`config.mk`:
```
export PLATFORM = sky130hd
export DESIGN_NAME = lcoq_link_sched
export DESIGN_NICKNAME = d
export VERILOG_FILES = /design/src/lcoq_pkg.sv /design/src/lcoq_link_sched.sv
export VERILOG_INCLUDE_DIRS = /design/src
export SDC_FILE = /design/constraint.sdc
export NUM_CORES = 1
export LEC_CHECK = 0
export BUFFER_PORTS_ARGS = -buffer_cell sky130_fd_sc_hd__buf_2
export CAP_MARGIN = 15
export CORE_ASPECT_RATIO = 1.5
export CORE_MARGIN = 3
export CORE_UTILIZATION = 55
export CTS_CLUSTER_SIZE = 30
export DETAILED_ROUTE_END_ITERATION = 10
export PLACE_DENSITY = 0.72
export REMOVE_ABC_BUFFERS = 1
export SYNTH_ARGS = -nofsm -noshare
export SYNTH_HDL_FRONTEND = slang
export SYNTH_SLANG_ARGS = --single-unit
```
`constraint.sdc`:
```
create_clock -name pclk -period 15.8 [get_ports pclk]
set_input_delay 0.79 -clock pclk [delete_from_list [all_inputs] [get_ports pclk]]
set_output_delay 0.79 -clock pclk [all_outputs]
set_load 0.05 [all_outputs]
```
`src/lcoq_cfg.svh`:
```
`ifndef LCOQ_CFG_SVH
`define LCOQ_CFG_SVH
//==============================================================================
// Constants for the link channel ordering and priority scheduler
//==============================================================================
// What this block does
// - Posted requests pass stalled nonposted requests
// - Responses pass stalled nonposted requests
// - Posted requests pass blocked responses
// - High-priority mode gives two service classes
// - Separate high-priority posted, nonposted, response buffers
// - Class-bit reads and writes enter high-priority channels
// - Class-bit responses enter high-priority response channel
// - Buffer-release class bit selects high-priority credits
// - Broadcast and atomic never use high-priority channels
// - Fence and flush go high-priority only when class 1
// - Cold reset disables mode; warm reset applies enable
// - No ordering or fairness across the two classes
// - Same ordering inside high-priority as normal channels
// - Strict priority: high class always served first
// - Mode enable is per link
// - Flagged responses may pass stalled posted requests
// - Normal mode: no high channels, release class 0
// - Normal mode: commands may carry either class value
// - Normal mode: class bit forwarded; a response also takes on its request's class
// - Nonposted with class set gives response with class

//==============================================================================
// Register map (byte offsets on the APB bus)
//==============================================================================
`define LCOQ_CTRL_OFF      12'h000
`define LCOQ_STAT_OFF      12'h004
`define LCOQ_CTRL_HPEN_BIT 0
`define LCOQ_CTRL_RST      1'h0
`define LCOQ_STAT_HPACT    0
`define LCOQ_STAT_NE_LSB   8
`define LCOQ_STAT_OV_BIT   16

//==============================================================================
// Channel numbering: normal class 0..2, high-priority class 3..5
//==============================================================================
`define LCOQ_CH_PW   2'h0
`define LCOQ_CH_NP   2'h1
`define LCOQ_CH_RSP  2'h2
`define LCOQ_HP_BASE 3'h3
`define LCOQ_NCH     6
`define LCOQ_CRD_FW  2

`endif

```
`src/lcoq_pkg.sv`:
```
//==============================================================================
// Types shared by the scheduler
//==============================================================================
package lcoq_pkg;

   // Packet kinds seen on the link
   typedef enum logic [3:0] {
      CMD_POSTED_WR,
      CMD_NP_WR,
      CMD_READ,
      CMD_READ_RESPONSE,
      CMD_TARGET_DONE_RESPONSE,
      CMD_BROADCAST,
      CMD_ATOMIC,
      CMD_FENCE,
      CMD_FLUSH,
      CMD_BUFFER_RELEASE_PACKET
   } lcoq_cmd_type;

   // One packet; payload[5:0] of a buffer release holds 2-bit credits
   typedef struct packed {
      lcoq_cmd_type cmd;
      logic         cls;
      logic         pass_posted_writes_flag;
      logic [4:0]   tag;
      logic [31:0]  payload;
   } lcoq_pkt_type;

   // Queue entry: packet plus arrival stamp used for age ordering
   typedef struct packed {
      lcoq_pkt_type pkt;
      logic [7:0]   stamp;
   } lcoq_entry_type;

   // Credit return for one freed buffer entry
   typedef struct packed {
      logic       valid;
      logic       cls;
      logic [1:0] chan;
   } lcoq_rel_type;

endpackage

```
`src/lcoq_link_sched.sv`:
```
// The address map and the APB slave port were left to the implementer.
`timescale 1ns/1ps
`include "lcoq_cfg.svh"

module lcoq_link_sched
   import lcoq_pkg::*;
#(
   parameter int DEPTH = 4,   // Entries per virtual channel buffer
   parameter int CRW   = 4    // Width of each transmit credit counter
) (
   input  wire logic           pclk,
   input  wire logic           presetn,
   input  wire logic           psel,
   input  wire logic           penable,
   input  wire logic           pwrite,
   input  wire logic [11:0]    paddr,
   input  wire logic [31:0]    pwdata,
   output logic      [31:0]    prdata,
   output logic                pready,
   output logic                pslverr,
   input  wire logic           link_warm_reset,
   input  wire logic           in_valid,
   input  wire lcoq_pkt_type   in_pkt,
   output logic                in_ready,
   output logic                out_valid,
   output lcoq_pkt_type        out_pkt,
   output logic                out_hp,
   input  wire logic           out_ready,
   output lcoq_rel_type        rel_out,
   output logic                hp_active
);

   //===========================================================================
   // Elaboration checks
   //===========================================================================
   // Age compare on 8-bit stamps needs fewer than 128 entries in flight
   if (DEPTH < 2 || DEPTH > 16) begin : g_bad_depth
      $error("DEPTH must lie between 2 and 16");
   end
   if (CRW < 2 || CRW > 8) begin : g_bad_crw
      $error("CRW must lie between 2 and 8");
   end

   localparam int CW = $clog2(DEPTH + 1);   // Occupancy counter width
   localparam int PW = $clog2(DEPTH);       // Pointer width

   //===========================================================================
   // Helper functions
   //===========================================================================
   // Stamp a is older than stamp b (modular compare)
   function automatic logic older(input logic [7:0] a, input logic [7:0] b);
      logic [7:0] d;
      d = a - b;
      return d[7];
   endfunction

   // Oldest eligible of three channel heads
   function automatic logic [1:0] pick3(input logic [2:0] ok,
                                        input logic [2:0][7:0] s);
      logic [1:0] p;
      logic       f;
      p = 2'h0;
      f = 1'b0;
      for (int i = 0; i < 3; i++) begin
         if (ok[i] && (!f || older(s[i], s[p]))) begin
            p = i[1:0];
            f = 1'b1;
         end
      end
      return p;
   endfunction

   //===========================================================================
   // State
   //===========================================================================
   logic                 hp_en_q;      // Software enable, this link only
   logic                 hp_active_q;  // Mode latched at warm reset
   logic [7:0]           stamp_q;      // Arrival stamp counter
   logic [31:0]          cls_tab_q;    // Class bit per nonposted tag
   logic                 in_ready_q;
   logic                 out_valid_q;
   lcoq_pkt_type         out_pkt_q;
   logic                 out_hp_q;
   lcoq_rel_type         rel_q;
   logic                 pready_q;
   logic [31:0]          prdata_q;
   logic                 pslverr_q;

   //===========================================================================
   // Ingress classification
   //===========================================================================
   wire lcoq_cmd_type cmd      = in_pkt.cmd;
   wire logic is_bufrel   = (cmd == CMD_BUFFER_RELEASE_PACKET);
   wire logic is_resp     = (cmd == CMD_READ_RESPONSE) ||
                            (cmd == CMD_TARGET_DONE_RESPONSE);
   wire logic is_np       = (cmd == CMD_NP_WR) || (cmd == CMD_READ) ||
                            (cmd == CMD_ATOMIC) || (cmd == CMD_FLUSH);
   wire logic is_pw       = (cmd == CMD_POSTED_WR) ||
                            (cmd == CMD_BROADCAST) || (cmd == CMD_FENCE);
   // Broadcast and atomic are never candidates for the high class
   wire logic hp_kind     = !(cmd == CMD_BROADCAST) &&
                            !(cmd == CMD_ATOMIC) && !is_bufrel;
   // A response echoes the class of the request that it answers
   wire logic cls_eff     = in_pkt.cls |
                            (is_resp & cls_tab_q[in_pkt.tag]);
   // Fence and flush count here only when class equals 1
   wire logic in_hp       = hp_active_q & cls_eff & hp_kind;
   wire logic [1:0] base  = is_pw   ? `LCOQ_CH_PW  :
                            is_resp ? `LCOQ_CH_RSP : `LCOQ_CH_NP;
   wire logic [2:0] in_ch = in_hp ? (`LCOQ_HP_BASE + {1'b0, base})
                                  : {1'b0, base};
   wire logic accept      = in_valid & in_ready_q & !link_warm_reset;
   wire logic rel_acc     = accept & is_bufrel;
   // In normal mode the release class is ignored; only class 0 exists
   wire logic rel_hp      = hp_active_q & in_pkt.cls;

   // Class bit is kept as computed so far-away devices can use it
   lcoq_pkt_type   in_fwd;
   lcoq_entry_type in_ent;
   always_comb begin
      in_fwd     = in_pkt;
      in_fwd.cls = cls_eff;
      in_ent     = '{pkt: in_fwd, stamp: stamp_q};
   end

   //===========================================================================
   // Per-channel buffers and transmit credits
   //===========================================================================
   logic [5:0]      push;
   logic [5:0]      pop;
   logic [5:0]      ne;         // Channel holds a packet
   logic [5:0]      crd_ok;     // Partner has room in that channel
   logic [5:0]      room;       // Room for one more next cycle
   logic [5:0][7:0] hst;        // Head stamps
   logic [5:0]      hppw;       // Head pass-posted-writes flag
   lcoq_pkt_type    head [`LCOQ_NCH];

   for (genvar c = 0; c < `LCOQ_NCH; c++) begin : g_ch
      localparam int   CI    = c % 3;
      localparam logic IS_HP = (c >= 3);

      lcoq_entry_type  mem_q [DEPTH];   // Flow-control buffer
      logic [CW-1:0]   cnt_q;
      logic [PW-1:0]   wp_q;
      logic [PW-1:0]   rp_q;
      logic [CRW-1:0]  crd_q;

      wire logic [CW-1:0] cnt_d = CW'(cnt_q + CW'(push[c]) - CW'(pop[c]));
      wire logic [PW-1:0] wp_nx = (wp_q == PW'(DEPTH - 1)) ? '0 : wp_q + 1'b1;
      wire logic [PW-1:0] rp_nx = (rp_q == PW'(DEPTH - 1)) ? '0 : rp_q + 1'b1;
      wire logic [1:0]    add   = (rel_acc && (rel_hp == IS_HP)) ?
                                  in_pkt.payload[2*CI +: 2] : 2'h0;
      wire logic [CRW+1:0] sum  = {2'h0, crd_q} + (CRW + 2)'(add) -
                                  (CRW + 2)'(pop[c]);
      wire logic [CRW-1:0] crd_d = (sum > {2'h0, {CRW{1'b1}}}) ?
                                   {CRW{1'b1}} : sum[CRW-1:0];

      assign push[c] = accept & !is_bufrel & (in_ch == 3'(c));
      assign ne[c]   = (cnt_q != '0);
      assign crd_ok[c] = (crd_q != '0);
      assign room[c] = (cnt_d < CW'(DEPTH));
      assign head[c] = mem_q[rp_q].pkt;
      assign hst[c]  = mem_q[rp_q].stamp;
      assign hppw[c] = mem_q[rp_q].pkt.pass_posted_writes_flag;

      // Occupancy, pointers and credits; warm reset empties the channel
      always_ff @(posedge pclk or negedge presetn) begin
         if (!presetn) begin
            cnt_q <= '0;
            wp_q  <= '0;
            rp_q  <= '0;
            crd_q <= '0;
         end else if (link_warm_reset) begin
            cnt_q <= '0;
            wp_q  <= '0;
            rp_q  <= '0;
            crd_q <= '0;
         end else begin
            cnt_q <= cnt_d;
            crd_q <= crd_d;
            if (push[c]) begin
               wp_q <= wp_nx;
            end
            if (pop[c]) begin
               rp_q <= rp_nx;
            end
         end
      end

      // Storage needs no reset; occupancy says what is valid
      always_ff @(posedge pclk) begin
         if (push[c]) begin
            mem_q[wp_q] <= in_ent;
         end
      end
   end

   //===========================================================================
   // Ordering within each class
   //===========================================================================
   // The same eligibility test serves both classes, and nothing compares
   // stamps across classes, so the classes never order against each other
   logic [1:0]      any_k;
   logic [1:0][1:0] sel_k;

   for (genvar k = 0; k < 2; k++) begin : g_cls
      localparam int B = 3 * k;
      // Posted goes whenever it has credit: passes both stalled kinds
      wire logic pw_ok = ne[B] & crd_ok[B];
      // Nonposted may not pass an older posted request
      wire logic np_ok = ne[B+1] & crd_ok[B+1] &
                         !(ne[B] && older(hst[B], hst[B+1]));
      // Response ignores nonposted; passes posted only when flagged
      wire logic rs_ok = ne[B+2] & crd_ok[B+2] &
                         (!(ne[B] && older(hst[B], hst[B+2])) |
                          hppw[B+2]);
      wire logic [2:0] ok = {rs_ok, np_ok, pw_ok};
      assign any_k[k] = |ok;
      assign sel_k[k] = pick3(ok, {hst[B+2], hst[B+1], hst[B]});
   end

   //===========================================================================
   // Egress selection
   //===========================================================================
   // High class always wins; low class may starve, no fairness applied
   wire logic       sel_hp  = any_k[1];
   wire logic       any     = any_k[0] | any_k[1];
   wire logic [2:0] sel_ch  = sel_hp ? (`LCOQ_HP_BASE + {1'b0, sel_k[1]})
                                     : {1'b0, sel_k[0]};
   wire logic       load    = any & (!out_valid_q | out_ready) &
                              !link_warm_reset;

   for (genvar c = 0; c < `LCOQ_NCH; c++) begin : g_pop
      assign pop[c] = load & (sel_ch == 3'(c));
   end

   // Output stage holds one packet until the consumer takes it
   always_ff @(posedge pclk or negedge presetn) begin
      if (!presetn) begin
         out_valid_q <= 1'b0;
         out_pkt_q   <= '0;
         out_hp_q    <= 1'b0;
      end else if (link_warm_reset) begin
         out_valid_q <= 1'b0;
         out_hp_q    <= 1'b0;
      end else if (load) begin
         out_valid_q <= 1'b1;
         out_pkt_q   <= head[sel_ch];
         out_hp_q    <= sel_hp;
      end else if (out_ready) begin
         out_valid_q <= 1'b0;
      end
   end

   // Freed buffer entry returned to partner; class is 0 in normal mode
   always_ff @(posedge pclk or negedge presetn) begin
      if (!presetn) begin
         rel_q <= '0;
      end else begin
         rel_q.valid <= load;
         rel_q.cls   <= load & sel_hp;
         rel_q.chan  <= sel_hp ? sel_k[1] : sel_k[0];
      end
   end

   //===========================================================================
   // Ingress bookkeeping
   //===========================================================================
   // Ready is registered, so it looks one push ahead and is conservative
   always_ff @(posedge pclk or negedge presetn) begin
      if (!presetn) begin
         in_ready_q <= 1'b0;
         stamp_q    <= 8'h00;
      end else begin
         in_ready_q <= !link_warm_reset & (&room);
         if (accept && !is_bufrel) begin
            stamp_q <= stamp_q + 8'h01;
         end
      end
   end

   // Remember the class of each accepted nonposted request by tag
   always_ff @(posedge pclk or negedge presetn) begin
      if (!presetn) begin
         cls_tab_q <= 32'h0000_0000;
      end else if (accept && is_np) begin
         cls_tab_q[in_pkt.tag] <= in_pkt.cls;
      end
   end

   //===========================================================================
   // Mode control
   //===========================================================================
   // Cold reset clears both; the live mode follows the enable only
   // while warm reset is held, so a change never disturbs open traffic
   always_ff @(posedge pclk or negedge presetn) begin
      if (!presetn) begin
         hp_active_q <= 1'b0;
      end else if (link_warm_reset) begin
         hp_active_q <= hp_en_q;
      end
   end

   //===========================================================================
   // APB slave
   //===========================================================================
   wire logic access   = psel & penable;
   wire logic done     = access & pready_q;
   wire logic hit_ctrl = (paddr == `LCOQ_CTRL_OFF);
   wire logic hit_stat = (paddr == `LCOQ_STAT_OFF);

   logic [31:0] rd_mux;
   always_comb begin
      rd_mux = 32'h0000_0000;
      if (hit_ctrl) begin
         rd_mux[`LCOQ_CTRL_HPEN_BIT] = hp_en_q;
      end else if (hit_stat) begin
         rd_mux[`LCOQ_STAT_HPACT]            = hp_active_q;
         rd_mux[`LCOQ_STAT_NE_LSB +: 6]      = ne;
         rd_mux[`LCOQ_STAT_OV_BIT]           = out_valid_q;
      end
   end

   // One wait state: answer is raised in the second access cycle
   always_ff @(posedge pclk or negedge presetn) begin
      if (!presetn) begin
         pready_q  <= 1'b0;
         prdata_q  <= 32'h0000_0000;
         pslverr_q <= 1'b0;
      end else begin
         pready_q <= access & !pready_q;
         if (access && !pready_q) begin
            prdata_q  <= pwrite ? 32'h0000_0000 : rd_mux;
            pslverr_q <= !(hit_ctrl | hit_stat);
         end else if (!access) begin
            pslverr_q <= 1'b0;
         end
      end
   end

   // Enable takes effect at the completing edge; status is read-only
   always_ff @(posedge pclk or negedge presetn) begin
      if (!presetn) begin
         hp_en_q <= `LCOQ_CTRL_RST;
      end else if (done && pwrite && hit_ctrl) begin
         hp_en_q <= pwdata[`LCOQ_CTRL_HPEN_BIT];
      end
   end

   //===========================================================================
   // Outputs
   //===========================================================================
   assign prdata    = prdata_q;
   assign pready    = pready_q;
   assign pslverr   = pslverr_q;
   assign in_ready  = in_ready_q;
   assign out_valid = out_valid_q;
   assign out_pkt   = out_pkt_q;
   assign out_hp    = out_hp_q;
   assign rel_out   = rel_q;
   assign hp_active = hp_active_q;

endmodule

```
==> metrics.txt <==
max-cap violations=0; Clock Sinks=1392; setup TNS=0 ps; initial antenna violation count=4; Clk pin slew, worst setup/hold paths=~70 ps; Primary FF master, synth=edfxtp_1; wire per inst=29.1 um; post-synthesis mux area share=between 10% and 20%; final wirelength=141 mm; Core Rows=around 140; Layout fillers=7088; Max Clock Freq=around 100 MHz; PwrDens=roughly 150 nW/um^2; Data arrival, critical path=about 10000 ps; EDFF count, synth=around 1.2k; simple-gate share of the synthesized area=~4.3%; Worst setup EP type=flop; Final Hold Vio Count=0; Slew HR=19.5%; CTS max path bufs=3; die width=~270 um; clock latency on the worst-skew pair=around 760 ps; met1 WL=between 50 and 60 mm; Finish-stage setup viols=0; post-synthesis average cell area=between 15 and 20 um^2; detailed-route via count=between 30k and 40k; adder-cell share of the synthesized area=roughly 3.4%; Post-Synthesis Cell Area=57500 um^2; synth warn=0; highest routed metal layer=met4; leading area contributor after synthesis=edfxtp_1; first-pass GRT wire length=about 210 mm; CTS tree=done; htree depth=3; Post-CTS Setup Bufs=0; Area contributors post-synth=edfxtp_1, mux4_2, dfrtp_1; Critical Path RT=about 16000 ps; R2R Path Start=g_ch[0].rp_q[0]$_DFFE_PN0P_; Routed Antenna Nets=0; count leader, synth=edfxtp_1; design area=around 64000 um^2; Net count, final=~3.6k; worst-path fanout max=46; complex-gate fraction of the synthesized area=~3.1%; drt drc=0; Post-synth top cells=edfxtp_1, mux4_2, nand2_1; synth unique cells=75; status=finished clean; Worst Skew=approximately 59 ps; Iteration-0 DRC Markers=between 3k and 4k; met2 routed WL=a little over 70 mm; Final period util=about three fifths; largest net degree at the start of global routing=between 70 and 80; PortBufs=124; number of buffers created by CTS=between 100 and 150; critical path type=reg2reg; ys async rst share=between 10% and 20%; Yosys top cell area share=64.0%; Pins Over Slew Limit=0; Via density=~6.3; CP bufs+invs=5; worst vdd ir=roughly 0.00023 V; Static Leak=approximately 22 nW; DP Wirelength=78.3 mm; Final GP Congestion=0.848; CP startpoint kind=flop; RSZ-0062 raised after global routing=false; # IOs=between 150 and 200; max incr delay on CP=870 ps; initial core utilization=55.6%; CP top delay family=compound AO/OA/AOI/OAI gates; worst hold start=pwdata[0]; Synth Area in XOR/XNOR=0.730%; post-synthesis sequential area ratio=between 70% and 80%; clock root buffer=clkbuf_16; met3 wire len=11.3 mm; minimum clock period=approximately 9600 ps; DP Area=between 50000 and 60000 um^2; worst-margin pin slew=roughly 1200 ps; largest family of logic cells by synthesized area=multiplexers; Pre-antenna DRT Iters=7; Worst Setup SP=g_ch[0].rp_q[0]$_DFFE_PN0P_; Die ar.=108000 um^2; Synth Register Bits=around 1.4k; slowest CP cell=buf_4; DIE HEIGHT=402 um; Syn Inst Count=between 3k and 4k; Total Routing Usage GR=a little over a quarter; global route overflow=0; vias in the first global route=between 30k and 40k; Core Box Area=between 100000 and 150000 um^2; Area Overhead vs Synth=11.2%; class of the worst hold path=in2reg; share of cells above drive strength 1=between 20% and 30%
cell families (layout without fill, tap and decap cells):
kind of cell	count (synthesis)	after routing
mux	420	420
compound gates	265	265
xor+xnor	47	47
flops	1392	1392
fa+ha+maj	151	151
buf+inv	385	628
other cells	1	27
simple gates	536	536
worst paths after layout:
check                                              end  slack (ps)  depth (start not counted)
max reg2reg                 g_ch[2].crd_q[1]$_DFF_PN0_        6210                         31
min reg2reg                     out_pkt[5]$_DFFE_PN0P_         480                          2
max in group asynchronous  g_ch[0].rp_q[0]$_DFFE_PN0P_       13700                          3
min                                hp_en_q$_DFFE_PN0P_         290                          2
max                         g_ch[2].crd_q[1]$_DFF_PN0_        6210                         31
min in group asynchronous      out_pkt[26]$_DFFE_PN0P_         520                          2
repair_timing:
| item | 4_1_cts | 5_1_grt |
|---|---|---|
| hold buffers | 1 | 0 |
| endpoints found under the setup margin | 0 | 0 |
| endpoints found under the hold margin | 29 | 0 |
| gates resized for setup | 0 | 0 |
final cells by class:
| type | count | area, um^2 | share of cell area, % |
|---|---|---|---|
| clock inverter | 82 | 1010 | 1.58 |
| sequential | 1392 | 41000 | 64.2 |
| antenna | 3 | 7.51 | 0.0117 |
| timing repair buffer | 179 | 1060 | 1.65 |
| inverter | 220 | 826 | 1.29 |
| multi-input combinational | 1443 | 15000 | 23.5 |
| clock buffer | 147 | 3230 | 5.05 |
| tap | 1387 | 1740 | 2.72 |
placed cells by master, fill, tap and decap left out, types with 19 or more instances in the layout:
cell type	count
a21o_1	24
a21oi_1	82
a22oi_1	46
and2_4	24
buf_2	123
buf_4	53
bufinv_16	19
clkbuf_16	121
clkinv_2	23
conb_1	24
dfrtp_1	156
edfxtp_1	1224
ha_1	139
inv_1	219
mux2_2	69
mux2i_1	24
mux4_2	313
nand2_1	247
nand4_1	57
nor2_1	109
nor2b_1	23
nor3_1	19
o21ai_0	21
o22ai_1	47
xnor2_1	32
power by group:
group          total (mW)  leakage (nW)  switching (mW)  internal, mW
Clock                3.12          2.03            1.35          1.77
Sequential           4.31          13.3           0.151          4.15
Combinational        1.95          6.64            1.28         0.667
Total                9.38          22.0            2.79          6.60
layer usage:
layer | vias to the layer above | global-route usage (%)
li1 | 12654 | -
met1 | 15980 | 34.1
met2 | 1544 | 44.6
met3 | 354 | 4.12
met4 | 0 | 11.4
met5 | - | 0
state kept, by name (all words and copies together) (netlist names), 4 cells and up:
signal,flops
rel_out,4
prdata,8
out_pkt,43
g_ch.mem_q,1224
cls_tab_q,32
g_ch.wp_q,12
stamp_q,8
g_ch.rp_q,12
g_ch.cnt_q,18
g_ch.crd_q,24
stage by stage:
| stage | instances | hold slack, ps | utilization [%] | setup WS, ps | total power [mW] |
|---|---|---|---|---|---|
| 2_1_floorplan | 3055 | 474 | - | 6120 | 5.63 |
| 3_3_place_gp | 4619 | 461 | 57.8 | 6430 | 6.24 |
| 3_5_place_dp | 4620 | 466 | 57.8 | 6380 | 6.32 |
| 4_1_cts | 4850 | 234 | 61.9 | 6320 | 9.42 |
| 5_1_grt | 4850 | 279 | 61.9 | 5650 | 9.71 |
| 6_report | 4853 | 286 | 61.9 | 6210 | 9.38 |
(Power assumes the default switching activity.)
